## src/core/aux_pkg.sv

```systemverilog
package aux_pkg;

	// Frequencies in 0.01 Hz units, times in 0.1 s units
	localparam logic [15:0] FREQ_MAX     = 16'h9c40;
	localparam logic [15:0] TIME_MAX_AUX = 16'h8ca0;
	localparam logic [15:0] TIME_MAX_SLP = 16'hffdc;
	localparam int          CLK_HZ       = 100000000;
	localparam int          TENTH_SEC_HZ = 10;
	localparam int          TICK_CYCLES_DEF = CLK_HZ / TENTH_SEC_HZ;

	// Output terminal function codes for auxiliary motors
	localparam logic [7:0]  FUNC_AUX1 = 8'h10;
	localparam logic [7:0]  FUNC_AUX3 = 8'h12;
	localparam int          N_TERM    = 3;
	localparam int          N_AUX     = 3;
	localparam int          HIST_N    = 4;

	// Register offsets
	localparam logic [3:0] R_AUX_START = 4'h0;
	localparam logic [3:0] R_AUX_STOP  = 4'h1;
	localparam logic [3:0] R_AUX_SDLY  = 4'h2;
	localparam logic [3:0] R_AUX_PDLY  = 4'h3;
	localparam logic [3:0] R_SLP_TIME  = 4'h4;
	localparam logic [3:0] R_SLP_FREQ  = 4'h5;
	localparam logic [3:0] R_WAKE_FREQ = 4'h6;
	localparam logic [3:0] R_MIN_FREQ  = 4'h7;
	localparam logic [3:0] R_LOW_FREQ  = 4'h8;
	localparam logic [3:0] R_CTRL      = 4'h9;
	localparam logic [3:0] R_TERM_FN   = 4'ha;
	localparam logic [3:0] R_STATUS    = 4'hb;
	localparam logic [3:0] R_FAULT_H01 = 4'hc;
	localparam logic [3:0] R_FAULT_H23 = 4'hd;

	// Control bit positions
	localparam int CTRL_SLEEP_EN = 0;
	localparam int CTRL_FLT_CLR  = 1;

	// Fault codes
	localparam logic [7:0] FLT_NONE   = 8'h00;
	localparam logic [7:0] FLT_OC     = 8'h01;
	localparam logic [7:0] FLT_IGBT   = 8'h02;
	localparam logic [7:0] FLT_OV     = 8'h03;

	typedef enum logic [1:0] {
		ST_RUN   = 2'b00,
		ST_DOZE  = 2'b01,
		ST_SLEEP = 2'b11,
		ST_WAKE  = 2'b10
	} sleep_state_t;

	typedef struct packed {
		logic [3:0]  addr;
		logic [31:0] wdata;
		logic        wr;
		logic        rd;
	} reg_req_t;

	typedef struct packed {
		logic overcurrent_fault;
		logic igbt_fault;
		logic bus_overvoltage_fault;
	} fault_in_t;

endpackage

```

## src/core/aux_motor_staging_sleep.sv

```systemverilog
// Implementation choices: the address map and the strobed register port.
module aux_motor_staging_sleep
	import aux_pkg::*;
#(
	parameter int TICK_CYCLES = TICK_CYCLES_DEF
) (
	input  wire logic        core_clk,
	input  wire logic        rst,
	input  wire reg_req_t    req,
	output      logic [31:0] rdata,
	input  wire logic [15:0] out_freq,
	input  wire logic [15:0] pid_freq,
	input  wire fault_in_t   fault_in,
	output      logic [2:0]  aux_en,
	output      logic [15:0] freq_cmd,
	output      logic        ramp_from_min,
	output      logic        trip,
	output      logic [7:0]  fault_code
);

	logic [15:0]  aux_start_freq;
	logic [15:0]  aux_stop_freq;
	logic [15:0]  aux_start_delay;
	logic [15:0]  aux_stop_delay;
	logic [15:0]  sleep_detect_time;
	logic [15:0]  sleep_freq;
	logic [15:0]  wakeup_freq;
	logic [15:0]  min_output_freq;
	logic [15:0]  low_bound_freq;
	logic         sleep_en;
	logic [23:0]  term_fn;
	logic [31:0]  tick_cnt;
	logic         tick;
	logic [15:0]  start_cnt;
	logic [15:0]  stop_cnt;
	logic [15:0]  slp_cnt;
	logic [1:0]   aux_count;
	logic [1:0]   n_on;
	logic [1:0]   stop_ptr;
	logic [2:0]   is_aux;
	logic [1:0]   win_ofs [N_AUX];
	sleep_state_t sstate;
	logic [7:0]   hist [HIST_N];
	logic [7:0]   next_code;

	// Software registers
	always_ff @(posedge core_clk) begin
		if (rst) begin
			aux_start_freq    <= 16'h0000;
			aux_stop_freq     <= 16'h0000;
			aux_start_delay   <= 16'h0000;
			aux_stop_delay    <= 16'h0000;
			sleep_detect_time <= 16'h0000;
			sleep_freq        <= 16'h0000;
			wakeup_freq       <= 16'h0000;
			min_output_freq   <= 16'h0000;
			low_bound_freq    <= 16'h0000;
			sleep_en          <= 1'b0;
			term_fn           <= 24'h000000;
		end else if (req.wr) begin
			unique case (req.addr)
				R_AUX_START: aux_start_freq    <= (req.wdata[15:0] > FREQ_MAX) ? FREQ_MAX : req.wdata[15:0];
				R_AUX_STOP:  aux_stop_freq     <= (req.wdata[15:0] > FREQ_MAX) ? FREQ_MAX : req.wdata[15:0];
				R_AUX_SDLY:  aux_start_delay   <= (req.wdata[15:0] > TIME_MAX_AUX) ? TIME_MAX_AUX : req.wdata[15:0];
				R_AUX_PDLY:  aux_stop_delay    <= (req.wdata[15:0] > TIME_MAX_AUX) ? TIME_MAX_AUX : req.wdata[15:0];
				R_SLP_TIME:  sleep_detect_time <= (req.wdata[15:0] > TIME_MAX_SLP) ? TIME_MAX_SLP : req.wdata[15:0];
				R_SLP_FREQ:  sleep_freq        <= req.wdata[15:0];
				R_WAKE_FREQ: wakeup_freq       <= req.wdata[15:0];
				R_MIN_FREQ:  min_output_freq   <= req.wdata[15:0];
				R_LOW_FREQ:  low_bound_freq    <= req.wdata[15:0];
				R_CTRL:      sleep_en          <= req.wdata[CTRL_SLEEP_EN];
				R_TERM_FN:   term_fn           <= req.wdata[23:0];
				default: ;
			endcase
		end
	end

	// Read port, data one cycle after the strobe
	always_ff @(posedge core_clk) begin
		if (rst) begin
			rdata <= 32'h00000000;
		end else if (req.rd) begin
			unique case (req.addr)
				R_AUX_START: rdata <= {16'h0000, aux_start_freq};
				R_AUX_STOP:  rdata <= {16'h0000, aux_stop_freq};
				R_AUX_SDLY:  rdata <= {16'h0000, aux_start_delay};
				R_AUX_PDLY:  rdata <= {16'h0000, aux_stop_delay};
				R_SLP_TIME:  rdata <= {16'h0000, sleep_detect_time};
				R_SLP_FREQ:  rdata <= {16'h0000, sleep_freq};
				R_WAKE_FREQ: rdata <= {16'h0000, wakeup_freq};
				R_MIN_FREQ:  rdata <= {16'h0000, min_output_freq};
				R_LOW_FREQ:  rdata <= {16'h0000, low_bound_freq};
				R_CTRL:      rdata <= {31'h00000000, sleep_en};
				R_TERM_FN:   rdata <= {8'h00, term_fn};
				R_STATUS:    rdata <= {16'h0000, fault_code, 1'b0, trip, sstate, aux_count, n_on};
				R_FAULT_H01: rdata <= {16'h0000, hist[1], hist[0]};
				R_FAULT_H23: rdata <= {16'h0000, hist[3], hist[2]};
				default:     rdata <= 32'h00000000;
			endcase
		end
	end

	// 0.1 s time base
	always_ff @(posedge core_clk) begin
		if (rst || tick) begin
			tick_cnt <= 32'h00000000;
		end else begin
			tick_cnt <= tick_cnt + 32'h00000001;
		end
	end
	assign tick = (tick_cnt == 32'(TICK_CYCLES - 1));

	// Count of terminals assigned an aux function, capped at three
	for (genvar i = 0; i < N_TERM; i++) begin : g_term
		assign is_aux[i] = (term_fn[8*i +: 8] >= FUNC_AUX1) && (term_fn[8*i +: 8] <= FUNC_AUX3);
	end
	always_comb begin
		aux_count = 2'(is_aux[0]) + 2'(is_aux[1]) + 2'(is_aux[2]);
	end

	// Aux staging: start and stop delays count ticks while the condition holds
	always_ff @(posedge core_clk) begin
		if (rst) begin
			start_cnt <= 16'h0000;
			stop_cnt  <= 16'h0000;
			n_on      <= 2'h0;
			stop_ptr  <= 2'h0;
		end else if (aux_start_freq == 16'h0000) begin
			start_cnt <= 16'h0000;
			stop_cnt  <= 16'h0000;
			n_on      <= 2'h0;
			stop_ptr  <= 2'h0;
		end else if (out_freq >= aux_start_freq && n_on < aux_count) begin
			stop_cnt <= 16'h0000;
			if (start_cnt >= aux_start_delay) begin
				n_on      <= n_on + 2'h1;
				start_cnt <= 16'h0000;
			end else if (tick) begin
				start_cnt <= start_cnt + 16'h0001;
			end
		end else if (out_freq <= aux_stop_freq && n_on != 2'h0) begin
			start_cnt <= 16'h0000;
			if (stop_cnt >= aux_stop_delay) begin
				n_on     <= n_on - 2'h1;
				stop_ptr <= (n_on == 2'h1 || stop_ptr + 2'h1 >= aux_count) ? 2'h0 : stop_ptr + 2'h1;
				stop_cnt <= 16'h0000;
			end else if (tick) begin
				stop_cnt <= stop_cnt + 16'h0001;
			end
		end else begin
			start_cnt <= 16'h0000;
			stop_cnt  <= 16'h0000;
		end
	end

	// Running motors form a window from stop_ptr that wraps at the motor count, so the first started stops first
	for (genvar m = 0; m < N_AUX; m++) begin : g_win
		assign win_ofs[m] = (2'(m) >= stop_ptr) ? 2'(m) - stop_ptr : 2'(m) + aux_count - stop_ptr;
	end
	always_ff @(posedge core_clk) begin
		if (rst) begin
			aux_en <= 3'b000;
		end else begin
			for (int k = 0; k < N_AUX; k++) begin
				aux_en[k] <= (2'(k) < aux_count) && (win_ofs[k] < n_on);
			end
		end
	end

	// Sleep / wake state machine
	always_ff @(posedge core_clk) begin
		if (rst) begin
			sstate  <= ST_RUN;
			slp_cnt <= 16'h0000;
		end else if (!sleep_en) begin
			sstate  <= ST_RUN;
			slp_cnt <= 16'h0000;
		end else begin
			unique case (sstate)
				ST_RUN: begin
					slp_cnt <= 16'h0000;
					if (out_freq <= sleep_freq) begin
						sstate <= ST_DOZE;
					end
				end
				ST_DOZE: begin
					if (out_freq > sleep_freq) begin
						sstate <= ST_RUN;
					end else if (slp_cnt > sleep_detect_time) begin
						sstate  <= ST_SLEEP;
						slp_cnt <= 16'h0000;
					end else if (tick) begin
						slp_cnt <= slp_cnt + 16'h0001;
					end
				end
				ST_SLEEP: begin
					// Wake compare runs on the live PID command
					if (pid_freq <= wakeup_freq) begin
						slp_cnt <= 16'h0000;
					end else if (slp_cnt > sleep_detect_time) begin
						sstate  <= ST_WAKE;
						slp_cnt <= 16'h0000;
					end else if (tick) begin
						slp_cnt <= slp_cnt + 16'h0001;
					end
				end
				ST_WAKE: sstate <= ST_RUN;
			endcase
		end
	end

	// Frequency command selection
	always_ff @(posedge core_clk) begin
		if (rst) begin
			freq_cmd      <= 16'h0000;
			ramp_from_min <= 1'b0;
		end else begin
			ramp_from_min <= (sstate == ST_WAKE);
			if (trip) begin
				freq_cmd <= 16'h0000;
			end else if (sstate == ST_SLEEP) begin
				freq_cmd <= 16'h0000;
			end else if (sstate == ST_WAKE) begin
				freq_cmd <= min_output_freq;
			end else if (pid_freq < min_output_freq) begin
				freq_cmd <= (sstate == ST_DOZE) ? low_bound_freq : 16'h0000;
			end else if (pid_freq <= low_bound_freq) begin
				freq_cmd <= low_bound_freq;
			end else begin
				freq_cmd <= pid_freq;
			end
		end
	end

	// Fault priority: overcurrent, then IGBT, then bus overvoltage
	always_comb begin
		next_code = FLT_NONE;
		if (fault_in.overcurrent_fault) begin
			next_code = FLT_OC;
		end else if (fault_in.igbt_fault) begin
			next_code = FLT_IGBT;
		end else if (fault_in.bus_overvoltage_fault) begin
			next_code = FLT_OV;
		end
	end

	// Trip latches until software clears it; a new fault wins over the clear
	always_ff @(posedge core_clk) begin
		if (rst) begin
			trip       <= 1'b0;
			fault_code <= FLT_NONE;
			for (int j = 0; j < HIST_N; j++) begin
				hist[j] <= FLT_NONE;
			end
		end else if (next_code != FLT_NONE && (!trip || next_code != fault_code)) begin
			trip       <= 1'b1;
			fault_code <= next_code;
			hist[0]    <= next_code;
			for (int j = 1; j < HIST_N; j++) begin
				hist[j] <= hist[j-1];
			end
		end else if (req.wr && req.addr == R_CTRL && req.wdata[CTRL_FLT_CLR] && next_code == FLT_NONE) begin
			trip       <= 1'b0;
			fault_code <= FLT_NONE;
		end
	end

	a_fault_trips: assert property (@(posedge core_clk) disable iff (rst)
		(next_code != FLT_NONE) |=> trip && fault_code != FLT_NONE)
		else $error("fault did not trip");
	a_aux_disabled: assert property (@(posedge core_clk) disable iff (rst)
		(aux_start_freq == 16'h0000) [*2] |=> aux_en == 3'b000)
		else $error("aux motor on while disabled");
	a_aux_count_cap: assert property (@(posedge core_clk) disable iff (rst)
		n_on <= aux_count || $past(aux_count) != aux_count)
		else $error("more motors than terminals");
	a_start_step: assert property (@(posedge core_clk) disable iff (rst)
		(n_on > $past(n_on)) |-> $past(out_freq) >= $past(aux_start_freq))
		else $error("motor started below start frequency");
	a_stop_step: assert property (@(posedge core_clk) disable iff (rst)
		(n_on < $past(n_on) && $past(aux_start_freq) != 16'h0000) |-> $past(out_freq) <= $past(aux_stop_freq))
		else $error("motor stopped above stop frequency");
	a_sleep_zero: assert property (@(posedge core_clk) disable iff (rst)
		(sstate == ST_SLEEP && !trip) |=> freq_cmd == 16'h0000)
		else $error("nonzero command while asleep");
	a_doze_low: assert property (@(posedge core_clk) disable iff (rst)
		(sstate == ST_DOZE && !trip && pid_freq <= low_bound_freq) |=> freq_cmd == $past(low_bound_freq))
		else $error("doze did not hold lower bound");
	a_wake_ramp: assert property (@(posedge core_clk) disable iff (rst)
		(sstate == ST_WAKE && sleep_en) |=> ramp_from_min && sstate == ST_RUN)
		else $error("wake did not ramp from minimum");
	a_sleep_entry: assert property (@(posedge core_clk) disable iff (rst)
		(sstate == ST_SLEEP && $past(sstate) == ST_DOZE) |-> $past(out_freq) <= $past(sleep_freq))
		else $error("slept above sleep frequency");
	a_wake_entry: assert property (@(posedge core_clk) disable iff (rst)
		(sstate == ST_WAKE) |-> $past(pid_freq) > $past(wakeup_freq))
		else $error("woke below wake frequency");

endmodule

```

## config.mk

```make
export PLATFORM = sky130hd
export DESIGN_NAME = aux_motor_staging_sleep
export DESIGN_NICKNAME = d
export VERILOG_FILES = /design/src/core/aux_pkg.sv /design/src/core/aux_motor_staging_sleep.sv
export SDC_FILE = /design/constraint.sdc
export NUM_CORES = 1
export LEC_CHECK = 0
export ABC_CLOCK_PERIOD_IN_PS = 6800
export BUFFER_PORTS_ARGS = -buffer_cell sky130_fd_sc_hd__buf_2
export CORE_MARGIN = 3
export CORE_UTILIZATION = 40
export CTS_CLUSTER_DIAMETER = 40
export DETAILED_ROUTE_END_ITERATION = 12
export SLEW_MARGIN = 20
export SYNTH_ARGS = -nofsm -noshare
export SYNTH_HDL_FRONTEND = slang
export SYNTH_SLANG_ARGS = --single-unit
export TNS_END_PERCENT = 50
```

## constraint.sdc

```tcl
create_clock -name core_clk -period 6.8 [get_ports core_clk]
set_input_delay 1.02 -clock core_clk [delete_from_list [all_inputs] [get_ports core_clk]]
set_output_delay 1.02 -clock core_clk [all_outputs]
set_load 0.02 [all_outputs]
```

==> results.md, run 1 <==
- Switch share: 25.9%
- Cell taking the most area after synthesis: dfxtp_1
- Vias/cell: 5.69
- Die footprint: 45,500 um^2
- P&R area growth vs syn: 16.2%
- Total negative slack: 0 ns
- Yosys top cell area share: 35.2%
- RD Place Congestion: 0.941
- Synth warnings: 0
- Clk_lat worst skew: 0.59 ns
- Starting Density: 40.7%
- Flop pwr share: 37.6%
- RSZ-0062 raised after global routing: false
- Ports: 136
- Type of the worst min-delay path: reg -> reg
- Max stage delay on crit path: 0.66 ns
- Routed length per instance: 20.4 um
- Critical path's top delay family: simple AND/OR/NAND/NOR gates
- Slew Limit Fails: 0
- Vias in the first global route: 15,240
- Std-Cell Rows: 75
- Unique masters post-synth: 79
- Port buffer count: 113
- Root Driver: clkbuf_16
- Cell area after layout: 20,000 um^2
- Crit path DAT: 4.02 ns
- Gr usage total: 24.8%
- Residual DRC: 0
- Clock power share: 55.8%
- Crit start category: flop
- Clock sinks: 310
- Post_cts resized: 0
- CP bufs+invs: 0
- Register area share after synthesis: 36.6%
- Fin. Hold Viols: 0
- Longest Clk Path Bufs: 3
- Initial antenna violation count: 8
- Period Utilization, post-route: 52.0%
- EDFF count, synth: 8
- Fraction of layout cells with a size suffix above 1: 12.1%
- Synthesized instance count: 2,162
- CP max stage cell: fa_1
- Max Cap Viol: 0
- Total power: 0.00499 W
- Hold_buf cts: 0
- HPWL reported at the end of detailed placement: 42,800 um
- Async set-or-reset flop fraction in the synthesized netlist: 0%
- Hold Slack: 0.457 ns
- H-tree lvl count: 2
- Status: finished clean
- Min cycle time layout: 3.54 ns
- Final setup violation count: 0
- Worst-Margin Slew: 1.08 ns
- Worst Setup End Kind: flop
- Die Height: 213 um
- Psw: 0.00129 W
- Flops & latches, synth: 310
- PwrDens: 250 nW/um^2
- Syn Area/Cell: 7.95 um^2
- Clock skew: 0.0321 ns
- Critical path peak fanout: 16
- CTS tree: done
- Post-Route WL: 57,400 um
- Post-Synthesis Cell Area: 17,200 um^2
- CP Class: reg -> reg
- Leakage: 7.29 nW
- DIE WIDTH: 213 um
- Fmax: 283 MHz
- Post-CTS Setup Repair Bufs: 0
- Antenna Nets Post-Route: 0
- Area of the core: 42,200 um^2
- Internal: 0.00370 W
- Rel. slew slack: 27.8%
- # nets final: 2,465
- Synth Flop Type: dfxtp_1
- Starting DRT DRC Count: 1,433
- Cell Area, Placed: 18,100 um^2
- CTS clock-pin slew for the worst setup and hold paths: 0.06 ns
- Grt ovf: 0
- Routed via count: 16,010
- Global-route wire length before repair: 87,700 um
- CTS buffer count: 54
- Cell chain of the critical path: nor4b_1, nand2_1, fa_1, ha_1, o21a_1, a211oi_1, o31ai_1, or3_1, a21oi_1
- Largest net degree at the start of global routing: 94
- Area contributors post-synth: dfxtp_1 35%, ha_1 12%, nand2_1 7.5%
- Comb pwr share: 6.6%
- Worst endpoint required time: 7.28 ns
- DRT Pass-1 Iters: 6
- Peak VDD IR: 0.000178 V
-- synth_stat cells, drive strengths merged, types with 3 or more instances --
library cell and count:
a2111oi 6, a211o 3, a211oi 26, a21boi 14, a21o 27, a21oi 241
a221o 4, a221oi 15, a222oi 6, a22o 15, a22oi 61, a41oi 3
and2 19, and3 27, and4 6, buf 22, clkbuf 110, dfxtp 302
edfxtp 8, ha 159, inv 163, mux2i 7, nand2 344, nand2b 7
nand3 83, nand4 50, nor2 139, nor2b 28, nor3 13, nor3b 5
nor4 11, nor4b 7, o211a 3, o211ai 9, o21a 9, o21ai 65
o221a 3, o31ai 8, o41ai 3, or2 22, or3 20, or4 4
xnor2 23, xor2 39
-- final timing paths --
kind                            start                   endpoint  slack (ns)  cells past startpoint
min             rdata[8]$_SDFFE_PP0P_      rdata[8]$_SDFFE_PP0P_        0.46                      2
max reg2reg  term_fn[11]$_SDFFE_PP0P_  start_cnt[5]$_SDFFE_PP0N_        3.26                      9
min reg2reg     rdata[8]$_SDFFE_PP0P_      rdata[8]$_SDFFE_PP0P_        0.46                      2
max          term_fn[11]$_SDFFE_PP0P_  start_cnt[5]$_SDFFE_PP0N_        3.26                      9
-- logic make-up (layout without fill, tap and decap cells) --
kind of cell	Yosys count	in the layout	synth area share (%)
other cells	1	17	0.0218
flops	310	310	36.6
simple gates	790	790	21.6
fa+ha+maj	160	160	11.7
compound gates	537	537	19.7
mux	7	7	0.408
xor+xnor	62	62	3.16
buf+inv	295	394	6.90
-- flip-flops by register name, indices dropped and copies added (netlist names), 2 cells and up --
| name | count |
|---|---|
| low_bound_freq | 16 |
| wakeup_freq | 16 |
| aux_start_delay | 16 |
| slp_cnt | 16 |
| aux_start_freq | 16 |
| stop_cnt | 16 |
| stop_ptr | 2 |
| hist | 8 |
| aux_en | 3 |
| tick_cnt | 32 |
| sleep_detect_time | 16 |
| start_cnt | 16 |
| aux_stop_delay | 16 |
| sleep_freq | 16 |
| min_output_freq | 16 |
| sstate | 2 |
| rdata | 24 |
| fault_code | 2 |
| aux_stop_freq | 16 |
| n_on | 2 |
| term_fn | 24 |
| freq_cmd | 16 |
-- power groups by stage --
| stage | Sequential, W | Combinational [W] | Clock (W) |
|---|---|---|---|
| 2_1_floorplan | 0.00191 | 0.000207 | 0 |
| 4_1_cts | 0.00187 | 0.000326 | 0.00282 |
| 3_5_place_dp | 0.00191 | 0.000325 | 0 |
| 5_1_grt | 0.00188 | 0.000364 | 0.00290 |
| 3_3_place_gp | 0.00191 | 0.000316 | 0 |
| 6_report | 0.00188 | 0.000330 | 0.00279 |
-- area by class of cell --
type                    instances  area [um^2]
diodes                          3         7.51
clock buffers                  63         1440
clock inverters                37          432
fillers                      4141        22200
inverters                     163          612
multi-input cells            1570         9830
flip-flops and latches        310         6290
well taps                     539          674
repair buffers                131          707
-- cell usage in the layout, fill, tap and decap left out, types with 7 or more instances in the layout --
cell type | netlist | routed
ha_1 | 159 | 159
nor2b_1 | 28 | 28
a21o_1 | 27 | 27
nand3_1 | 82 | 82
a21oi_1 | 241 | 240
or3_1 | 19 | 19
buf_4 | 16 | 18
inv_8 | 0 | 9
nor4b_1 | 7 | 7
clkbuf_16 | 0 | 55
conb_1 | 1 | 14
inv_1 | 162 | 162
a221oi_1 | 15 | 15
nand2b_1 | 7 | 7
clkinvlp_4 | 0 | 8
a211oi_1 | 26 | 26
xor2_1 | 39 | 39
o211ai_1 | 9 | 9
and3_1 | 25 | 25
buf_2 | 3 | 112
mux2i_1 | 7 | 7
nand2_1 | 343 | 343
o21a_1 | 9 | 9
and2_1 | 16 | 16
a22o_1 | 15 | 15
or2_2 | 20 | 20
dfxtp_1 | 302 | 302
o21ai_0 | 64 | 64
a21boi_1 | 13 | 12
nor2_1 | 138 | 138
nor3_1 | 13 | 8
nor4_1 | 10 | 9
xnor2_1 | 23 | 23
a22oi_1 | 61 | 61
o31ai_1 | 8 | 7
nand4_1 | 49 | 49
edfxtp_1 | 8 | 8
inv_6 | 0 | 9
-- metrics by stage --
stage | instances | worst slack, ns | util [%]
after floorplan | 2175 | 3.47 | -
after global placement | 2713 | 2.76 | 42.9
after detailed placement | 2713 | 2.61 | 42.9
after CTS | 2813 | 3.21 | 47.3
after global routing | 2814 | 3.14 | 47.3
final | 2816 | 3.26 | 47.3
-- per-layer routing --
metal	share of wire (%)	GRT usage, %	vias up	wire [um]
li1	-	-	7684	-
met1	42	33.2	7504	24300
met2	44	38.8	665	25200
met3	8.9	4.95	147	5110
met4	4.8	11.7	10	2750
met5	0.099	0	-	57
-- tightest hold or removal path: cells and delay by family (launching register included) --
kind / cells / cell delay [ns]
and+or+nand+nor: 1 / 0.06
DFF: 1 / 0.30
AOI/OAI and AO/OA: 1 / 0.05
Power figures use the tool's default switching activity.
==> inputs of run 2 (changes only) <==
--- a/config.mk
+++ b/config.mk
@@ -5,7 +5,7 @@
 export SDC_FILE = /design/constraint.sdc
 export NUM_CORES = 1
 export LEC_CHECK = 0
-export ABC_CLOCK_PERIOD_IN_PS = 6800
+export ABC_CLOCK_PERIOD_IN_PS = 3600
 export BUFFER_PORTS_ARGS = -buffer_cell sky130_fd_sc_hd__buf_2
 export CORE_MARGIN = 3
 export CORE_UTILIZATION = 40
==> constraint.sdc (replaced) <==
create_clock -name core_clk -period 3.6 [get_ports core_clk]
set_input_delay 0.54 -clock core_clk [delete_from_list [all_inputs] [get_ports core_clk]]
set_output_delay 0.54 -clock core_clk [all_outputs]
set_load 0.02 [all_outputs]
==> results.md, run 2 (same netlist as run 1, synthesis figures left out) <==
- Crit path DAT: 3.88 ns
- Crit start category: flop
- Status: finished clean
- Final setup violation count: 0
- Most common cell after layout, fill and taps aside: nand2_1
- Largest register FFs: 32
- Peak VDD IR: 0.000354 V
- Longest Clk Path Bufs: 3
- CP max stage cell: or3_1
- Period Utilization, post-route: 93.7%
- Routed via count: 16,307
- Fmax: 297 MHz
- Starting Density: 40.7%
- H-tree lvl count: 2
- Grt ovf: 0
- Largest net degree at the start of global routing: 62
- Root Driver: clkbuf_16
- Min cycle time layout: 3.37 ns
- # nets final: 2,482
- Std-Cell Rows: 75
- Vias/cell: 5.75
- CTS buffer count: 56
- Global-route wire length before repair: 88,500 um
- Initial antenna violation count: 6
- RSZ-0062 raised after global routing: false
- Cell area after layout: 20,200 um^2
- Fin. Hold Viols: 0
- Post-CTS Setup Repair Bufs: 0
- Commonest non-fill, non-tap cells in the layout: 343 x nand2_1, 302 x dfxtp_1, 240 x a21oi_1, 162 x inv_1, 159 x ha_1
- Largest registers: tick_cnt (32), rdata (24), term_fn (24)
- Biggest register: tick_cnt
- Worst endpoint required time: 4.11 ns
- DRT Pass-1 Iters: 6
- P&R area growth vs syn: 17.3%
- Slew Limit Fails: 0
- Hold path depth: 3
- Critical path's top delay family: simple AND/OR/NAND/NOR gates
- Starting DRT DRC Count: 1,581
- CP Class: reg -> reg
- Vias in the first global route: 15,375
- R2R depth: 9
- Leakage: 7.42 nW
- Cell chain of the critical path: nor4b_1, nand2_1, fa_1, ha_1, o21a_1, a211oi_1, o31ai_1, or3_1, a21oi_1
- DIE WIDTH: 213 um
- Rel. slew slack: 28.1%
- Flop-to-flop setup slack: 0.23 ns
- CTS clock-pin slew for the worst setup and hold paths: 0.06 ns
- Worst Setup End Kind: flop
- Post_cts resized: 0
- Area of the core: 42,200 um^2
- Clk_lat worst skew: 0.61 ns
- CTS tree: done
- Post-Route WL: 58,100 um
- Max stage delay on crit path: 0.64 ns
- Residual DRC: 0
- Worst-Margin Slew: 1.08 ns
- Port buffer count: 113
- Die Height: 213 um
- Type of the worst min-delay path: in -> reg
- Fraction of layout cells with a size suffix above 1: 12.9%
- Total negative slack: 0 ns
- Ports: 136
- RD Place Congestion: 0.961
- Clock skew: 0.0319 ns
- HPWL reported at the end of detailed placement: 43,400 um
- Max Cap Viol: 0
- Critical path peak fanout: 16
- Hold_buf cts: 0
- Cell Area, Placed: 18,200 um^2
- PwrDens: 475 nW/um^2
- Gr usage total: 25.2%
- WP depth: 9
- Die footprint: 45,500 um^2
- Clock sinks: 310
- Routed length per instance: 20.5 um
- Antenna Nets Post-Route: 0
- CP bufs+invs: 0
## run 2: changes by cell type in the layout (fill, tap and decap cells not counted), moves of 2 or more
cell        change
clkinv_2        +2
inv_8           -4
clkinvlp_4      -2
buf_4          +15
clkbuf_8        +3
inv_6           +3
clkbuf_16       +3
## run 2: worst paths after layout
kind                                 start                         to
setup reg to reg  term_fn[19]$_SDFFE_PP0P_  start_cnt[9]$_SDFFE_PP0N_
hold reg to reg     tick_cnt[0]$_SDFF_PP0_     tick_cnt[0]$_SDFF_PP0_
hold / removal                     req[24]   term_fn[22]$_SDFFE_PP0P_
setup / recovery  term_fn[19]$_SDFFE_PP0P_  start_cnt[9]$_SDFFE_PP0N_
## run 2: worst min-delay path, stage by stage
cell     delay (ns)
buf_2          0.10
nand2_1        0.05
a21oi_1        0.05
## run 2: metal layers
metal	GRT usage, %	up-vias	routed length, um
li1	-	7739	-
met1	34.0	7700	24800
met2	39.5	695	25400
met3	4.47	163	4960
met4	11.7	10	2840
met5	0	-	68
## run 2: layout make-up
cell class / instances / area [um^2]
inverters: 163 / 612
diodes: 2 / 5.00
clock inverters: 36 / 394
repair buffers: 146 / 820
clock buffers: 69 / 1550
well taps: 539 / 674
fillers: 4057 / 22100
multi-input cells: 1570 / 9830
flip-flops and latches: 310 / 6290
## run 2: metrics by stage
step / setup slack, ns / util, % / hold WS [ns] / power (W) / instances
3_3_place_gp: 0.102 / 43.1 / 0.439 / 0.00423 / 2728
4_1_cts: 0.226 / 47.7 / 0.149 / 0.00966 / 2833
6_report: 0.228 / 47.8 / 0.179 / 0.00959 / 2835
5_1_grt: 0.0354 / 47.8 / 0.177 / 0.00990 / 2833
3_5_place_dp: 0.0412 / 43.1 / 0.457 / 0.00424 / 2728
2_1_floorplan: 0.752 / - / 0.426 / 0.00399 / 2175
## run 2: power by group
group          internal (W)  switching (W)  leakage [nW]
combinational      0.000208       0.000432          3.94
sequential          0.00350      0.0000479          2.53
clock               0.00341        0.00199         0.945
total               0.00712        0.00247          7.42
